[config.mk]
export PLATFORM = sky130hd
export DESIGN_NAME = pmuc_app_config_regs
export DESIGN_NICKNAME = d
export VERILOG_FILES = /design/src/pmuc_pkg.sv /design/src/pmuc_app_config_regs.sv /design/src/pmuc_oc_blank.sv /design/src/pmuc_stuck_clock.sv
export SDC_FILE = /design/constraint.sdc
export NUM_CORES = 1
export LEC_CHECK = 0
export ABC_AREA = 1
export BUFFER_PORTS_ARGS = -buffer_cell sky130_fd_sc_hd__buf_4
export CORE_MARGIN = 5
export CORE_UTILIZATION = 64
export CTS_CLUSTER_DIAMETER = 40
export DETAILED_ROUTE_END_ITERATION = 6
export PLACE_DENSITY = 0.85
export SYNTH_ARGS = -nofsm -noshare
export SYNTH_HDL_FRONTEND = slang
export SYNTH_HIERARCHICAL = 1
export SYNTH_SLANG_ARGS = --single-unit
export TNS_END_PERCENT = 50
[constraint.sdc]
create_clock -name clk_sys -period 9.9 [get_ports clk_sys]
set_input_delay 0 -clock clk_sys [delete_from_list [all_inputs] [get_ports clk_sys]]
set_output_delay 0 -clock clk_sys [all_outputs]
set_load 0.005 [all_outputs]
[src/pmuc_pkg.sv]
// Register map, field positions and timing constants of the configuration group
package pmuc_pkg;
   localparam int ADDR_W = 9;
   localparam logic [8:0] OFS_LINK = 9'h106;
   localparam logic [8:0] OFS_APP = 9'h143;
   localparam logic [8:0] OFS_MASK = 9'h144;
   localparam logic [8:0] OFS_PULL = 9'h145;
   localparam logic [7:0] RST_LINK = 8'h80;
   localparam logic [7:0] RST_APP = 8'h10;
   localparam logic [7:0] RST_MASK = 8'h00;
   localparam logic [7:0] RST_PULL = 8'h00;
   // host_link_setup fields
   localparam int B_LINK_TWO_WIRE = 7;
   localparam int B_CONT_HS = 6;
   localparam int B_FAST_PLUS = 5;
   localparam int B_LINK_SUPPLY = 4;
   // app_setup_first fields
   localparam int B_STUCK_TO = 4;
   localparam int B_IN_SUPPLY = 3;
   localparam int B_IRQ_OD = 1;
   localparam int B_IRQ_HIGH = 0;
   // rail_event_masking fields
   localparam int B_IO_LOCK_DIS = 7;
   localparam int B_PG_HOLD_B = 6;
   localparam int B_PG_HOLD_A = 5;
   localparam int B_OC_B_HI = 4;
   localparam int B_OC_B_LO = 3;
   localparam int B_OC_A_HI = 2;
   localparam int B_OC_A_LO = 1;
   localparam int B_RELOAD = 0;
   // pin_pull_setup fields
   localparam int B_PULL4 = 4;
   localparam int B_PULL3 = 3;
   localparam int B_PULL2 = 2;
   localparam int B_PULL1 = 1;
   // Overcurrent blanking codes
   localparam logic [1:0] OC_NEVER = 2'h0;
   localparam logic [1:0] OC_SHORT = 2'h1;
   localparam logic [1:0] OC_MID = 2'h2;
   localparam logic [1:0] OC_LONG = 2'h3;
   // Timing, least times rounded up to whole cycles
   localparam int CLK_PERIOD_NS = 4;
   localparam int STUCK_CLOCK_MS = 35;
   localparam int STUCK_CLOCK_CYCLES =
      (STUCK_CLOCK_MS * 1000000 + CLK_PERIOD_NS - 1) / CLK_PERIOD_NS;
   localparam int BLANK_SHORT_US = 2;
   localparam int BLANK_MID_US = 10;
   localparam int BLANK_LONG_US = 50;
   localparam int BLANK_SHORT_CYCLES = (BLANK_SHORT_US * 1000 + CLK_PERIOD_NS - 1) / CLK_PERIOD_NS;
   localparam int BLANK_MID_CYCLES = (BLANK_MID_US * 1000 + CLK_PERIOD_NS - 1) / CLK_PERIOD_NS;
   localparam int BLANK_LONG_CYCLES = (BLANK_LONG_US * 1000 + CLK_PERIOD_NS - 1) / CLK_PERIOD_NS;
   localparam int STUCK_CNT_W = 24;
   localparam int BLANK_CNT_W = 14;
endpackage

[src/pmuc_app_config_regs.sv]
// Application configuration register group with pin and event gating
`timescale 1ns/10ps
`default_nettype none

module pmuc_app_config_regs import pmuc_pkg::*; #(
   parameter int STUCK_CYCLES = STUCK_CLOCK_CYCLES,
   parameter int BLANK_SHORT = BLANK_SHORT_CYCLES,
   parameter int BLANK_MID = BLANK_MID_CYCLES,
   parameter int BLANK_LONG = BLANK_LONG_CYCLES
) (
   input wire logic clk_sys,
   input wire logic reset_n,
   input wire logic [ADDR_W-1:0] regAddr,
   input wire logic regWrite,
   input wire logic [7:0] regWrData,
   input wire logic regRead,
   output logic [7:0] regRdData,
   output logic regRdValid,
   input wire logic sclPin,
   input wire logic ioPinZeroPin,
   input wire logic ioPinZeroIsInput,
   input wire logic ioPinTwoIsInput,
   input wire logic ioPinTwoIsOpenDrain,
   input wire logic ioPinThreeIsInput,
   input wire logic ioPinThreeIsOpenDrain,
   input wire logic irqActive,
   input wire logic ioRailLow,
   input wire logic railARamp,
   input wire logic railBRamp,
   input wire logic pgoodRawA,
   input wire logic pgoodRawB,
   input wire logic ocHitA,
   input wire logic ocHitB,
   output logic linkFourWire,
   output logic contHighSpeedEn,
   output logic fastPlusTimingEn,
   output logic linkSupplySel,
   output logic linkLogicReset,
   output logic inputPinSupplySel,
   output logic irqOut,
   output logic irqOe,
   output logic ioLockoutCompEn,
   output logic ioLockoutActive,
   output logic pgoodA,
   output logic pgoodB,
   output logic ocEventA,
   output logic ocEventB,
   output logic otpReloadTrigger,
   output logic pin1PullDown,
   output logic pin2PullDown,
   output logic pin2PullUp,
   output logic pin3PullDown,
   output logic pin3PullUp,
   output logic pin4PullDown
);
   typedef struct packed {
      logic [7:0] linkReg;
      logic [7:0] appReg;
      logic [7:0] maskReg;
      logic [7:0] pullReg;
      logic [7:0] rdData;
      logic rdValid;
      logic sclMeta;
      logic sclSync;
      logic pin0Meta;
      logic pin0Sync;
      logic pin0Prev;
      logic reloadPulse;
      logic fourWire;
      logic contHs;
      logic fastPlus;
      logic linkSupply;
      logic inSupply;
      logic irqOut;
      logic irqOe;
      logic lockCompEn;
      logic lockActive;
      logic pgA;
      logic pgB;
      logic pd1;
      logic pd2;
      logic pu2;
      logic pd3;
      logic pu3;
      logic pd4;
   } pmuc_regs_state_type;

   pmuc_regs_state_type state;
   pmuc_regs_state_type next_state;
   logic rstMeta_n;
   logic rstSync_n;
   logic irqLevel;
   logic fourWireNow;
   logic [1:0] ocHit;
   logic [1:0] railRamp;
   logic [1:0] ocEvent;
   logic [1:0][1:0] ocCode;

   // Reset released through two flops, asserted without the clock
   always_ff @(posedge clk_sys or negedge reset_n) begin
      if (!reset_n) begin
         rstMeta_n <= 1'b0;
         rstSync_n <= 1'b0;
      end else begin
         rstMeta_n <= 1'b1;
         rstSync_n <= rstMeta_n;
      end
   end

   // Register access, pin sampling and derived controls; overcurrent events and link reset come from the submodules
   always_comb begin
      next_state = state;
      fourWireNow = !state.linkReg[B_LINK_TWO_WIRE];
      // Reserved bits are stored but decoded nowhere
      if (regWrite) begin
         case (regAddr)
            OFS_LINK: next_state.linkReg = regWrData;
            OFS_APP: next_state.appReg = regWrData;
            OFS_MASK: next_state.maskReg = regWrData;
            OFS_PULL: next_state.pullReg = regWrData;
            default: ;
         endcase
      end
      // Unmapped reads answer zero so the host never sees stale data
      next_state.rdValid = regRead;
      if (regRead) begin
         case (regAddr)
            OFS_LINK: next_state.rdData = state.linkReg;
            OFS_APP: next_state.rdData = state.appReg;
            OFS_MASK: next_state.rdData = state.maskReg;
            OFS_PULL: next_state.rdData = state.pullReg;
            default: next_state.rdData = '0;
         endcase
      end
      // Pin synchronisers
      next_state.sclMeta = sclPin;
      next_state.sclSync = state.sclMeta;
      next_state.pin0Meta = ioPinZeroPin;
      next_state.pin0Sync = state.pin0Meta;
      next_state.pin0Prev = state.pin0Sync;
      // Link mode controls for the serial interface logic
      next_state.fourWire = fourWireNow;
      next_state.contHs = state.linkReg[B_CONT_HS];
      next_state.fastPlus = state.linkReg[B_FAST_PLUS];
      next_state.linkSupply = state.linkReg[B_LINK_SUPPLY];
      next_state.inSupply = state.appReg[B_IN_SUPPLY];
      // Interrupt pin; open drain can only pull low, so it drives the low level
      irqLevel = irqActive == state.appReg[B_IRQ_HIGH];
      if (state.appReg[B_IRQ_OD]) begin
         next_state.irqOut = 1'b0;
         next_state.irqOe = !irqLevel;
      end else begin
         next_state.irqOut = irqLevel;
         next_state.irqOe = 1'b1;
      end
      // I/O rail lockout and its comparator
      next_state.lockCompEn = !state.maskReg[B_IO_LOCK_DIS];
      next_state.lockActive = ioRailLow && !state.maskReg[B_IO_LOCK_DIS];
      // Power-good keeps its prior value while a held rail ramps
      if (!(state.maskReg[B_PG_HOLD_A] && railARamp)) begin
         next_state.pgA = pgoodRawA;
      end
      if (!(state.maskReg[B_PG_HOLD_B] && railBRamp)) begin
         next_state.pgB = pgoodRawB;
      end
      // Reload on a rising edge of pin zero, only while it is an input
      next_state.reloadPulse = state.maskReg[B_RELOAD] && ioPinZeroIsInput
         && state.pin0Sync && !state.pin0Prev;
      // Pulls; four-wire takeover overrules the pin settings of three and four
      next_state.pd2 = state.pullReg[B_PULL2] && ioPinTwoIsInput;
      next_state.pu2 = state.pullReg[B_PULL2] && ioPinTwoIsOpenDrain && !ioPinTwoIsInput;
      next_state.pd3 = state.pullReg[B_PULL3] && ioPinThreeIsInput && !fourWireNow;
      next_state.pu3 = state.pullReg[B_PULL3] && ioPinThreeIsOpenDrain
         && !ioPinThreeIsInput && !fourWireNow;
      next_state.pd4 = state.pullReg[B_PULL4] && !fourWireNow;
      next_state.pd1 = state.pullReg[B_PULL1];
   end

   // State register
   always_ff @(posedge clk_sys or negedge rstSync_n) begin
      if (!rstSync_n) begin
         state <= '0;
         state.linkReg <= RST_LINK;
         state.appReg <= RST_APP;
         state.maskReg <= RST_MASK;
         state.pullReg <= RST_PULL;
         state.fourWire <= !RST_LINK[B_LINK_TWO_WIRE];
         state.irqOut <= 1'b1;
         state.irqOe <= 1'b1;
         state.lockCompEn <= 1'b1;
         state.sclMeta <= 1'b1; // Idle high, so no false low count after reset
         state.sclSync <= 1'b1;
      end else begin
         state <= next_state;
      end
   end

   // Overcurrent blanking, one instance per rail (index 0 is rail A)
   assign ocHit = {ocHitB, ocHitA};
   assign railRamp = {railBRamp, railARamp};
   assign ocCode[0] = state.maskReg[B_OC_A_HI:B_OC_A_LO];
   assign ocCode[1] = state.maskReg[B_OC_B_HI:B_OC_B_LO];

   generate
      for (genvar r = 0; r < 2; r++) begin : gRail
         pmuc_oc_blank #(
            .SHORT_CYCLES(BLANK_SHORT),
            .MID_CYCLES(BLANK_MID),
            .LONG_CYCLES(BLANK_LONG)
         ) uBlank (
            .clk_sys(clk_sys),
            .rstSync_n(rstSync_n),
            .blankCode(ocCode[r]),
            .rampActive(railRamp[r]),
            .overcurrentHit(ocHit[r]),
            .overcurrentEvent(ocEvent[r])
         );
      end
   endgenerate

   // Watchdog only runs in two-wire mode, clock seen after synchronising
   pmuc_stuck_clock #(
      .LIMIT_CYCLES(STUCK_CYCLES)
   ) uStuck (
      .clk_sys(clk_sys),
      .rstSync_n(rstSync_n),
      .timeoutEnable(state.appReg[B_STUCK_TO]),
      .twoWireMode(state.linkReg[B_LINK_TWO_WIRE]),
      .clockLow(!state.sclSync),
      .linkResetPulse(linkLogicReset)
   );

   // Outputs straight from flops
   assign regRdData = state.rdData;
   assign regRdValid = state.rdValid;
   assign linkFourWire = state.fourWire;
   assign contHighSpeedEn = state.contHs;
   assign fastPlusTimingEn = state.fastPlus;
   assign linkSupplySel = state.linkSupply;
   assign inputPinSupplySel = state.inSupply;
   assign irqOut = state.irqOut;
   assign irqOe = state.irqOe;
   assign ioLockoutCompEn = state.lockCompEn;
   assign ioLockoutActive = state.lockActive;
   assign pgoodA = state.pgA;
   assign pgoodB = state.pgB;
   assign ocEventA = ocEvent[0];
   assign ocEventB = ocEvent[1];
   assign otpReloadTrigger = state.reloadPulse;
   assign pin1PullDown = state.pd1;
   assign pin2PullDown = state.pd2;
   assign pin2PullUp = state.pu2;
   assign pin3PullDown = state.pd3;
   assign pin3PullUp = state.pu3;
   assign pin4PullDown = state.pd4;
endmodule

`default_nettype wire

[src/pmuc_oc_blank.sv]
// Overcurrent event blanking for one rail during and after a voltage ramp
`timescale 1ns/10ps
`default_nettype none

module pmuc_oc_blank import pmuc_pkg::*; #(
   parameter int SHORT_CYCLES = BLANK_SHORT_CYCLES,
   parameter int MID_CYCLES = BLANK_MID_CYCLES,
   parameter int LONG_CYCLES = BLANK_LONG_CYCLES
) (
   input wire logic clk_sys,
   input wire logic rstSync_n,
   input wire logic [1:0] blankCode,
   input wire logic rampActive,
   input wire logic overcurrentHit,
   output logic overcurrentEvent
);
   typedef struct packed {
      logic [BLANK_CNT_W-1:0] tail;
      logic ocEvent;
   } pmuc_blank_state_type;

   pmuc_blank_state_type state;
   pmuc_blank_state_type next_state;
   logic [BLANK_CNT_W-1:0] tailLoad;
   logic blanked;

   // Tail reloads while ramping, so it counts only after the ramp ends
   always_comb begin
      next_state = state;
      unique case (blankCode)
         OC_NEVER: tailLoad = '0;
         OC_SHORT: tailLoad = BLANK_CNT_W'(SHORT_CYCLES);
         OC_MID: tailLoad = BLANK_CNT_W'(MID_CYCLES);
         OC_LONG: tailLoad = BLANK_CNT_W'(LONG_CYCLES);
      endcase
      if (rampActive) begin
         next_state.tail = tailLoad;
      end else if (state.tail != '0) begin
         next_state.tail = state.tail - 1'b1;
      end
      // Code change to zero stops blanking at once
      blanked = (blankCode != OC_NEVER) && (rampActive || state.tail != '0);
      next_state.ocEvent = overcurrentHit && !blanked;
   end

   always_ff @(posedge clk_sys or negedge rstSync_n) begin
      if (!rstSync_n) begin
         state <= '0;
      end else begin
         state <= next_state;
      end
   end

   assign overcurrentEvent = state.ocEvent;
endmodule

`default_nettype wire

[src/pmuc_stuck_clock.sv]
// Two-wire stuck-clock watchdog issuing a one-cycle link logic reset
`timescale 1ns/10ps
`default_nettype none

module pmuc_stuck_clock import pmuc_pkg::*; #(
   parameter int LIMIT_CYCLES = STUCK_CLOCK_CYCLES
) (
   input wire logic clk_sys,
   input wire logic rstSync_n,
   input wire logic timeoutEnable,
   input wire logic twoWireMode,
   input wire logic clockLow,
   output logic linkResetPulse
);
   typedef struct packed {
      logic [STUCK_CNT_W-1:0] count;
      logic fired;
      logic pulse;
   } pmuc_stuck_state_type;

   pmuc_stuck_state_type state;
   pmuc_stuck_state_type next_state;

   // Fires once per low period; re-arms when the clock goes high, the timeout is disabled or two-wire mode ends
   always_comb begin
      next_state = state;
      next_state.pulse = 1'b0;
      if (!timeoutEnable || !twoWireMode || !clockLow) begin
         next_state.count = '0;
         next_state.fired = 1'b0;
      end else if (!state.fired) begin
         if (state.count == STUCK_CNT_W'(LIMIT_CYCLES)) begin
            next_state.fired = 1'b1;
            next_state.pulse = 1'b1;
         end else begin
            next_state.count = state.count + 1'b1;
         end
      end
   end

   always_ff @(posedge clk_sys or negedge rstSync_n) begin
      if (!rstSync_n) begin
         state <= '0;
      end else begin
         state <= next_state;
      end
   end

   assign linkResetPulse = state.pulse;
endmodule

`default_nettype wire

After elaboration in Yosys (flattened, before gate mapping). Index checks and enable logic that the tools add are counted.

Logic and storage cells: 113. Latch bits: 0. Bits in writable memories: 0. Output and inout port bits: 30. Bits of input ports: 36. Bits in registers: 122. Memory bits (read-only): 0. Memories kept: 0.

Div/mod/pow operators: 0. Equality and inequality tests: 14. Bitwise logic cells: 0. Mux-type cells: 13. Reductions and logical operators: 45. Multipliers: 0. Add/sub/neg operators: 3. $lt $le $gt $ge: 0. Shifts and indexed selects: 0.

Operators by type and width (count): 14-bit case mux with 4 select lines (2); 14-bit two-way mux (4); 9-bit equality test (second input constant) (4); 8-bit case mux with 4 select lines (1); 14-bit nonzero test (2); 14-bit by 1-bit subtractor with 14-bit output (second input constant) (2); 26-bit two-way mux (1); 25-bit two-way mux (1); 24-bit by 1-bit adder with 24-bit output (second input constant) (1); 24-bit equality test (second input constant) (1); 24-bit two-way mux (1); 1-bit logical AND (19); 2-bit AND reduction (5); 1-bit logical NOT (9); 2-bit equality test (second input constant) (4); 2-bit nonzero test (4); 2-bit by 1-bit equality test with 1-bit output (second input constant) (2); 2-bit logical NOT (2); 1-bit logical OR (4); 2-bit two-way mux (2); 2-bit by 1-bit inequality test with 1-bit output (second input constant) (1); 2-bit inequality test (second input constant) (1); 1-bit equality test (1); 1-bit two-way mux (1).

Depth between registers and ports, before layout. Gate-level depths: netlist of the first run.

Depth after elaboration: 5. Gate-level depth with buffers: 10. Mapped depth without buffers: 10.

Hierarchy. Netlist of the first run, hierarchy kept.

Modules (own cells, without submodules): pmuc_app_config_regs (sequential area each 1660.3 sq um, instances 1, cells an instance 283, area each 2785.2 sq um); pmuc_oc_blank (sequential area each 375.4 sq um, instances 2, cells an instance 144, area each 1039.7 sq um); pmuc_stuck_clock (sequential area each 650.6 sq um, instances 1, cells an instance 267, area each 1811.7 sq um).

Least setup slack after synthesis of the first run. Ideal clock, no wire load.

Path kind: flip-flop to flip-flop. Start: register uStuck/state[2] (netlist bit). End: register uStuck/state[18] (netlist bit). Period minus slack after synthesis: 1.516 ns. Data required time: 9.824 ns. Buffers on the path: 1. Slack: 8.384 ns. Cell stages (with the launch flop): 10. Library setup time: 0.076 ns. Arrival: 1.440 ns. Cell sequence: dfrtp_1 inv_1 ha_1 nand3_1 nor3_4 nand2_4 nand2_4 buf_8 nand2_1 o21ai_1.

Word-level cells in the longest chain between the ends: 4. Elaborated cells between the ends (all ways): 7. Those cells by class: add/sub: 1; eq/ne: 2; mux: 3; reduce/logical: 1.

Ends and longest elaborated chain: start: declaration (RTL line pmuc_stuck_clock.sv:21) `pmuc_stuck_state_type state;`; start signal: assignment (RTL line pmuc_stuck_clock.sv:45) `state <= next_state;`; 24-bit by 1-bit adder with 24-bit output (RTL line pmuc_stuck_clock.sv:36) `next_state.count = state.count + 1'b1;`; 24-bit two-way mux (RTL line pmuc_stuck_clock.sv:32) `if (state.count == STUCK_CNT_W'(LIMIT_CYCLES)) begin`; 26-bit two-way mux (RTL line pmuc_stuck_clock.sv:31) `end else if (!state.fired) begin`; 25-bit two-way mux (RTL line pmuc_stuck_clock.sv:28) `if (!timeoutEnable || !twoWireMode || !clockLow) begin`.

Parallel ways exist; a longest one is shown, timed or not. The select of a mux whose other input is x is not followed. A chain may end at the register's enable or synchronous reset.

==> results of run 1 <==
power by group:
group          leakage [nW]  total, mW  switching (mW)  internal [mW]
Combinational          2.34      0.503           0.329          0.174
Clock                 0.270      0.582           0.219          0.362
Sequential             1.63      0.625          0.0672          0.558
worst max-delay path, cell delays in order, from the launching register on:
cell and delay [ns]:
dfrtp_1 0.40, inv_1 0.11, ha_1 0.34, nand2_4 0.11, nor2_4 0.16, nand2_4 0.09
nor2_8 0.16, o21a_1 0.13, dlygate4sd3_1 0.54
flip-flops by register name (all words and copies together), names as in the netlist, 2 cells and up:
register and cells:
ocCode 4, gRail.uBlank/state 28, state 25, regRdData 8, next_state 8, gRail.uBlank/overcurrentEvent 2
uStuck/state 25
synthesized netlist by cell type (6+ instances only):
cell	number
nand3_1	65
o21a_1	9
o21ai_0	40
nor2_1	75
o21ai_1	13
inv_1	94
nor2_2	8
buf_4	8
nand3b_1	6
nor2_4	11
inv_2	7
nand4_1	35
ha_1	16
o21bai_1	8
dfstp_2	7
dfrtp_1	115
nand2_1	257
nand2_2	7
nand2_4	6
area by class of cell:
class,count,area share (%)
Sequential cell,122,37.74
Multi-Input combinational cell,594,37.69
Timing Repair Buffer,105,10.91
Clock buffer,20,5.360
Inverter,101,4.667
Tap cell,136,2.095
Clock inverter,12,1.540
path summary, 6_finish.rpt:
kind	startpoint	endpoint	slack [ns]	depth (start not counted)
worst max-delay path	gRail[1].uBlank/state[1]	gRail[1].uBlank/overcurrentEvent	7.79	8
worst min-delay path	regAddr[7]	regRdData[7]	0.08	8
worst max register to register	gRail[1].uBlank/state[1]	gRail[1].uBlank/overcurrentEvent	7.79	8
worst min register to register	next_state[19]	next_state[18]	0.35	0
max in group asynchronous	rstSync_n	regRdData[0]	8.19	1
min in group asynchronous	reset_n	rstSync_n	0.32	3
routing by layer:
layer	global-route usage, %	routed length, microns	vias to the layer above
met5	0	0	-
met2	46.72	8544	296
met1	36.29	7255	2906
li1	-	-	2886
met4	11.46	503	0
met3	7.332	1175	58
kinds of logic after synthesis:
family,count (synthesis)
compound gates,83
xor+xnor,7
flops,122
other cells,1
simple gates,487
fa+ha+maj,16
buf+inv,122
through the flow:
stage | hold WS, ns | cells
global placement | -0.2183 | 1019
finish | 0.08123 | 1090
detailed placement | -0.2143 | 1019
CTS | 0.05672 | 1090
floorplan | -0.2956 | 838
global route | 0.1078 | 1090
==> impl_metrics.env, run 1 <==
export IMPL_synth_area_leaders="dfrtp_1, nand2_1, inv_1, nand3_1, nor2_1"
export IMPL_cts_resized=0
export IMPL_critPathKind="reg -> reg"
export IMPL_arrival_ns=2.57
export IMPL_cts_tree="built"
export IMPL_ant_nets=0
export IMPL_ys_types=43
export IMPL_ys_seq_area_share_pct=45.86
export IMPL_fin_crit_sh_pct=21.28
export IMPL_maxCapViolCount=0
export IMPL_grt_usage_pct=28.51
export IMPL_grt_overflow_total=0
export IMPL_avgSynthCellArea_sq_um=7.967
export IMPL_antenna_cells=0
export IMPL_synthMuxAreaShare_pct=0
export IMPL_viasPerCell=5.639
export IMPL_synth_edf_count=0
export IMPL_yosys_area_top_type="dfrtp_1"
export IMPL_area_growth_syn_to_layout_pct=21.66
export IMPL_routed_wl_microns=17480
export IMPL_async_flop_share_pct=100.0
export IMPL_yosysTopAreaCellShare_pct=43.10
export IMPL_die_h_microns=112.1
export IMPL_drc=0
export IMPL_power_density_nw_per_um2=210.5
export IMPL_core_sq_um=10230
export IMPL_finalHoldViolations=0
export IMPL_seq_area_sq_um=3065
export IMPL_grt_pass1_vias=6093
export IMPL_ioPinCount=66
export IMPL_cts_hold_buf=39
export IMPL_post_cts_buffers=0
export IMPL_syn_num_nets=890
export IMPL_num_vias=6146
export IMPL_cts_buffers_inserted=17
export IMPL_htree_levels=4
export IMPL_post_route_min_period_ns=2.107
export IMPL_clockRootBuffer="clkbuf_8"
export IMPL_synthSimpleGateAreaFrac_pct=34.58
export IMPL_synth_xor_area_share_pct=0.9183
export IMPL_required_ns=10.36
export IMPL_final_cell_area_sq_um=8123
export IMPL_drive_gt1_share_pct=16.88
export IMPL_tightestPinTransition_ns=0.7901
export IMPL_max_slew_margin_pct=47.33
export IMPL_synth_compound_area_share_pct=7.309
export IMPL_die_w_microns=112.1
export IMPL_cts_max_path_buffers=2
export IMPL_clk_pin_slew_ns=0.06
export IMPL_num_rows=37
export IMPL_ir_drop_uv=155.9
export IMPL_leakagePower_nw=4.238
export IMPL_dp_slack_ns=7.980
export IMPL_finalSetupTns_ns=0
export IMPL_synth_warnings=6
export IMPL_n_fill_cell=681
export IMPL_grt_pass1_wl_microns=28950
export IMPL_fmax_ghz=0.4746
export IMPL_final_common_cell="nand2_1"
export IMPL_rsz0062_at_grt="no"
export IMPL_syn_inst=838
export IMPL_post_route_util_pct=79.39
export IMPL_slew_viol_final=0
export IMPL_initial_core_util_pct=65.26
export IMPL_setup_viol=0
export IMPL_synth_ff_latch_count=122
export IMPL_io_buffers=65
export IMPL_first_pass_iters=6
export IMPL_grt_max_degree=66
export IMPL_clock_sink_count=122
export IMPL_crit_fanout=8
export IMPL_startpoint_type="flip-flop"
export IMPL_synthAdderAreaFrac_pct=2.999
export IMPL_hp_class="in -> reg"
export IMPL_syn_area_sq_um=6676
export IMPL_endpoint_kind="flip-flop"
export IMPL_status="finished clean"
export IMPL_synth_ff_type="dfrtp_1"
export IMPL_mostFrequentLayoutCells="nand2_1, dfrtp_1, inv_1, nor2_1, buf_4"
export IMPL_post_dp_cell_area_sq_um=7172
export IMPL_clk_latency_ns=0.53
export IMPL_gp_congestion=0.8806
export IMPL_total_power_mw=1.710
export IMPL_finClkSkew_ns=0.007142
export IMPL_dp_hpwl_microns=10740
export IMPL_wire_per_inst_microns=16.03
export IMPL_postLayoutSetupSlackWorst_ns=7.793
export IMPL_multi_input_area_sq_um=3062
export IMPL_synth_top_family_by_area="simple AND/OR/NAND/NOR gates"
export IMPL_drt_iter0_drc=684
export IMPL_layout_nets=993
export IMPL_die_area_sq_um=12570
export IMPL_grt_antenna_before_repair=0
No activity file was read; power rests on OpenSTA's default activity.
==> inputs of run 2 (changes only) <==
- CORE_UTILIZATION: 64 -> 54
- PLACE_DENSITY: 0.85 -> 0.77
- clock period: 9.9 -> 1.8 ns (I/O delays scaled with it)
==> run 2 against run 1 <==
Net effect:
- critical path depth decreased by 3
- utilization decreased by 11 points
- worst hold slack better by 0.016 ns
- die area is 17% higher
- cell count up 2.9%
- sequential share of layout area shrank 0.40 points
- non-clock buffer count is 1 lower
- clock skew up 0.0021 ns
- largest cell class is now multi-input gates
- flip-flop and latch count unchanged
- sequential power grew to 5.4 times the previous value
- global-route usage decreased by 6.2 points
==> impl_metrics.env, run 2 (synthesis gave the netlist of run 1 again) <==
export IMPL_status="finished clean"
export IMPL_hold_end="regRdData[5]"
export IMPL_min_from="regAddr[0]"
export IMPL_cts_max_path_buffers=2
export IMPL_post_route_min_period_ns=1.670
export IMPL_grt_antenna_before_repair=1
export IMPL_comb_power_share_pct=27.0
export IMPL_finalSetupTns_ns=0
export IMPL_ant_nets=0
export IMPL_cts_buffers_inserted=17
export IMPL_initial_core_util_pct=55.35
export IMPL_die_h_microns=121.2
export IMPL_power_internal_mw=6.217
export IMPL_setup_viol=0
export IMPL_post_cts_buffers=0
export IMPL_n_fill_cell=962
export IMPL_grt_pass1_wl_microns=26140
export IMPL_seq_area_sq_um=3067
export IMPL_fmax_ghz=0.5987
export IMPL_largest_register="gRail.uBlank/state"
export IMPL_num_vias=5803
export IMPL_grt_max_degree=58
export IMPL_reg2reg_slack_ns=0.13
export IMPL_ioPinCount=66
export IMPL_ir_drop_uv=759.7
export IMPL_viasPerCell=5.172
export IMPL_hold_path_depth=5
export IMPL_r2r_start="state[63]"
export IMPL_grt_usage_pct=22.35
export IMPL_clock_sink_count=122
export IMPL_clk_latency_ns=0.42
export IMPL_netSwitchingPower_mw=3.138
export IMPL_power_frac_seq_pct=36.1
export IMPL_routed_wl_microns=15650
export IMPL_largest_reg_flops=28
export IMPL_rsz0062_at_grt="no"
export IMPL_finClkSkew_ns=0.009231
export IMPL_arrival_ns=2.00
export IMPL_first_pass_iters=5
export IMPL_mostFrequentLayoutCells="nand2_1, dfrtp_1, inv_1, nor2_1, buf_4"
export IMPL_final_common_cell="nand2_1"
export IMPL_critPathKind="reg -> reg"
export IMPL_maxCapViolCount=0
export IMPL_endpoint_kind="flip-flop"
export IMPL_htree_levels=4
export IMPL_reg2reg_depth=5
export IMPL_clk_pin_slew_ns=0.06
export IMPL_timing_hold_ws_ns=0.09699
export IMPL_core_sq_um=12060
export IMPL_p_sw_share_pct=33.54
export IMPL_dp_hpwl_microns=10630
export IMPL_cts_tree="built"
export IMPL_area_growth_syn_to_layout_pct=23.03
export IMPL_final_cell_area_sq_um=8214
export IMPL_required_ns=2.13
export IMPL_crit_fanout=5
export IMPL_die_area_sq_um=14690
export IMPL_wire_per_inst_microns=13.94
export IMPL_gp_congestion=0.8747
export IMPL_multi_input_area_sq_um=3075
export IMPL_drc=0
export IMPL_fin_crit_sh_pct=92.79
export IMPL_grt_pass1_vias=5439
export IMPL_grt_overflow_total=0
export IMPL_clockPowerShare_pct=36.9
export IMPL_io_buffers=65
export IMPL_startpoint_type="flip-flop"
export IMPL_drive_gt1_share_pct=18.26
export IMPL_die_w_microns=121.2
export IMPL_num_rows=40
export IMPL_post_dp_cell_area_sq_um=7305
export IMPL_dp_slack_ns=0.08366
export IMPL_clockRootBuffer="clkbuf_16"
export IMPL_largest_registers="gRail.uBlank/state: 28 flops, state: 25 flops, uStuck/state: 25 flops"
export IMPL_leakagePower_nw=4.255
export IMPL_r2r_end="uStuck/state[21]"
export IMPL_postLayoutSetupSlackWorst_ns=0.1297
export IMPL_power_density_nw_per_um2=1139
export IMPL_slew_viol_final=0
export IMPL_layout_nets=992
export IMPL_finalHoldViolations=0
export IMPL_hp_class="in -> reg"
export IMPL_drt_iter0_drc=448
run 2: changes by cell type in the layout (fill, tap and decap cells not counted), sizes merged:
cell | previous run | this run
diode | 0 | 1
clkinvlp | 3 | 2
bufinv | 2 | 3
buf | 66 | 75
dlygate4sd3 | 39 | 29
inv | 101 | 103
clkbuf | 20 | 18
run 2: metal layers:
layer	vias to the layer above	GRT usage [%]	part of all wire, %
met4	0	7.143	1.5
met5	-	0	0
li1	2878	-	-
met2	142	36.47	48
met1	2762	29.20	45
met3	21	5.828	5.2
run 2: what timing repair did:
action | 4_1_cts | 5_1_grt
setup endpoints to repair | 0 | 18
endpoints found under the hold margin | 73 | 0
hold buffers | 29 | 0
gates resized for setup | 0 | 4
run 2: area by class of cell:
type | count | area share (%)
clock inverter | 14 | 2.102
clock buffer | 18 | 5.225
tap | 168 | 2.559
sequential | 122 | 37.33
antenna | 1 | 0.03046
timing repair buffer | 104 | 10.69
multi-input combinational | 594 | 37.44
inverter | 101 | 4.615
run 2: power by group through the flow:
stage | Sequential (mW) | Clock, mW | Combinational, mW
floorplan | 3.38 | 0 | 1.97
global placement | 3.41 | 0 | 2.42
detailed placement | 3.41 | 0 | 2.47
CTS | 3.37 | 3.49 | 2.53
global route | 3.43 | 3.63 | 2.87
finish | 3.38 | 3.45 | 2.52
run 2: worst max-delay path, stage by stage, from the launching register on:
cell and delay (ns):
dfstp_2 0.58, nand3_1 0.17, nor2_1 0.20, a21boi_1 0.42, nand2_1 0.12, o21ai_0 0.10
run 2: worst max-delay path by stage:
stage	from	endpoint	depth (start not counted)
6_report	state[63]	uStuck/state[21]	5
3_5_place_dp	uStuck/state[2]	uStuck/state[9]	8
2_1_floorplan	uStuck/state[2]	uStuck/state[18]	9
4_1_cts	uStuck/state[2]	uStuck/state[19]	8
5_1_grt	uStuck/state[7]	uStuck/state[20]	9
3_3_place_gp	uStuck/state[2]	uStuck/state[7]	8
run 2: per-stage QoR:
stage / instances / power, mW / utilization, %
after floorplan: 838 / 5.347 / -
after global placement: 1060 / 5.829 / 60.56
after detailed placement: 1060 / 5.884 / 60.56
after CTS: 1121 / 9.402 / 67.96
after global routing: 1122 / 9.926 / 68.10
final: 1122 / 9.355 / 68.10
==> inputs of run 3 (changes only) <==
- CORE_MARGIN: 5 -> 2
==> run 3 against run 2 <==
Net effect:
- fmax grew 0.74%
- clock power grew 4%
- utilization grew 0.47 points
- sequential power is essentially flat
- largest cell class unchanged
- worst hold slack gained 0.0029 ns
- worst setup slack gained 0.012 ns
- critical path type unchanged
- design area grew 0.69%
- flip-flop and latch count is the same
- global-route usage grew 2.7 points
- count of clock-buffer cells in the layout is the same
==> impl_metrics.env, run 3 (synthesis gave the netlist of run 1 again) <==
export IMPL_status="finished clean"
export IMPL_layout_nets=996
export IMPL_n_fill_cell=942
export IMPL_drc=0
export IMPL_grt_util_met3_pct=6.537
export IMPL_fin_crit_sh_pct=92.11
export IMPL_num_rows=40
export IMPL_grt_antenna_before_repair=0
export IMPL_grt_pass1_wl_microns=26030
export IMPL_final_common_cell="nand2_1"
export IMPL_rsz0062_at_grt="no"
export IMPL_grt_max_degree=53
export IMPL_clock_sink_count=122
export IMPL_cts_max_path_buffers=2
export IMPL_area_growth_syn_to_layout_pct=23.88
export IMPL_fmax_ghz=0.6032
export IMPL_mostFrequentLayoutCells="nand2_1, dfrtp_1, inv_1, buf_4, nor2_1"
export IMPL_clk_latency_ns=0.41
export IMPL_initial_core_util_pct=55.35
export IMPL_arrival_ns=1.98
export IMPL_clockRootBuffer="clkbuf_16"
export IMPL_total_power_mw=9.537
export IMPL_slowest_delay_ns=0.44
export IMPL_use_met1_pct=34.18
export IMPL_post_dp_cell_area_sq_um=7327
export IMPL_critPathKind="reg -> reg"
export IMPL_num_vias=5872
export IMPL_post_route_min_period_ns=1.658
export IMPL_clk_pin_slew_ns=0.06
export IMPL_cp_slowest_cell="dfrtp_2"
export IMPL_endpoint_kind="flip-flop"
export IMPL_antenna_cells=0
export IMPL_first_pass_iters=6
export IMPL_slew_viol_final=0
export IMPL_ioPinCount=66
export IMPL_maxCapViolCount=0
export IMPL_grt_busiest_layer="met2"
export IMPL_final_cell_area_sq_um=8270
export IMPL_leakagePower_nw=4.279
export IMPL_core_sq_um=12060
export IMPL_finClkSkew_ns=0.008714
export IMPL_die_area_sq_um=13270
export IMPL_setup_viol=0
export IMPL_crit_fanout=8
export IMPL_die_w_microns=115.2
export IMPL_cp_cell_sequence="inv_2 > ha_1 > nand3_1 > nor3_4 > a21boi_2 > buf_4 > o21ai_0"
export IMPL_htree_levels=4
export IMPL_io_buffers=65
export IMPL_ant_nets=0
export IMPL_viasPerCell=5.220
export IMPL_drt_iter0_drc=569
export IMPL_grt_pass1_vias=5411
export IMPL_power_density_nw_per_um2=1153
export IMPL_dp_hpwl_microns=10600
export IMPL_met2_usage_pct=39.45
export IMPL_hp_class="in -> reg"
export IMPL_gp_congestion=0.9207
export IMPL_largest_register="gRail.uBlank/state"
export IMPL_largest_reg_flops=28
export IMPL_wire_per_inst_microns=14.07
export IMPL_startpoint_type="flip-flop"
export IMPL_timing_hold_ws_ns=0.09985
export IMPL_largest_registers="gRail.uBlank/state: 28 flops, state: 25 flops, uStuck/state: 25 flops"
export IMPL_finalSetupTns_ns=0
export IMPL_grt_usage_pct=25.03
export IMPL_required_ns=2.12
export IMPL_die_h_microns=115.2
export IMPL_cts_buffers_inserted=17
export IMPL_grt_overflow_total=0
export IMPL_cts_tree="built"
export IMPL_finalHoldViolations=0
export IMPL_drive_gt1_share_pct=18.81
export IMPL_ir_drop_uv=821.5
export IMPL_routed_wl_microns=15830
-- run 3: cell count changes in the layout (fill, tap and decap cells not counted), sizes merged --
cell      delta
buf          +4
clkinv       -4
clkinvlp     +2
bufinv       +1
diode        -1
inv          +1
-- run 3: path summary, 6_finish.rpt --
| kind | cells past startpoint | start | slack [ns] | end |
|---|---|---|---|---|
| worst max-delay path | 7 | uStuck/state[2] | 0.14 | uStuck/state[12] |
| worst min-delay path | 5 | regAddr[0] | 0.1 | regRdData[1] |
| worst max register to register | 7 | uStuck/state[2] | 0.14 | uStuck/state[12] |
| worst min register to register | 0 | rstSync_n | 0.20 | uStuck/linkResetPulse |
| max in group asynchronous | 1 | rstSync_n | 0.99 | irqOut |
| min in group asynchronous | 0 | rstSync_n | 0.20 | uStuck/linkResetPulse |
-- run 3: power breakdown --
group          switching [mW]  internal (mW)  leakage (nW)
clock network            1.27           2.32         0.293
registers               0.313           3.07          1.63
logic                    1.59          0.970          2.36
-- run 3: layout make-up --
type                    instances  area [sq um]  area share (%)
inverters                     101         379.1           4.584
well taps                     168         210.2           2.542
clock buffers                  18         429.2           5.189
clock inverters                14         195.2           2.360
flip-flops and latches        122          3067           37.08
multi-input cells             594          3082           37.26
repair buffers                108         908.4           10.98
-- run 3: metrics by stage --
stage | setup WS [ns] | utilization [%] | instances
finish | 0.1421 | 68.57 | 1125
global placement | 0.1522 | 60.75 | 1063
CTS | 0.02853 | 68.33 | 1124
floorplan | 0.2838 | - | 838
detailed placement | 0.04276 | 60.75 | 1063
global route | 0.02670 | 68.57 | 1125
-- run 3: repair_timing --
item / CTS / global route
hold buffers: 29 / 0
endpoints found under the setup margin: 0 / 23
endpoints found under the hold margin: 73 / 0
buffers inserted: 0 / 1
resized for setup: 0 / 6
-- run 3: layer usage --
| metal | share of wire (%) | up-vias | wire length [microns] |
|---|---|---|---|
| li1 | - | 2891 | - |
| met1 | 45 | 2790 | 7115 |
| met2 | 48 | 168 | 7647 |
| met3 | 5.3 | 23 | 837 |
| met4 | 1.5 | 0 | 233 |
| met5 | 0 | - | 0 |
-- run 3: critical path, delay by kind of cell (launching register included) --
family	cells	cell delay, ns
AND/OR/NAND/NOR	2	0.36
buffers and inverters	2	0.29
flip-flops	1	0.44
AO/OA/AOI/OAI	2	0.30
adder cells (fa/ha/maj)	1	0.17
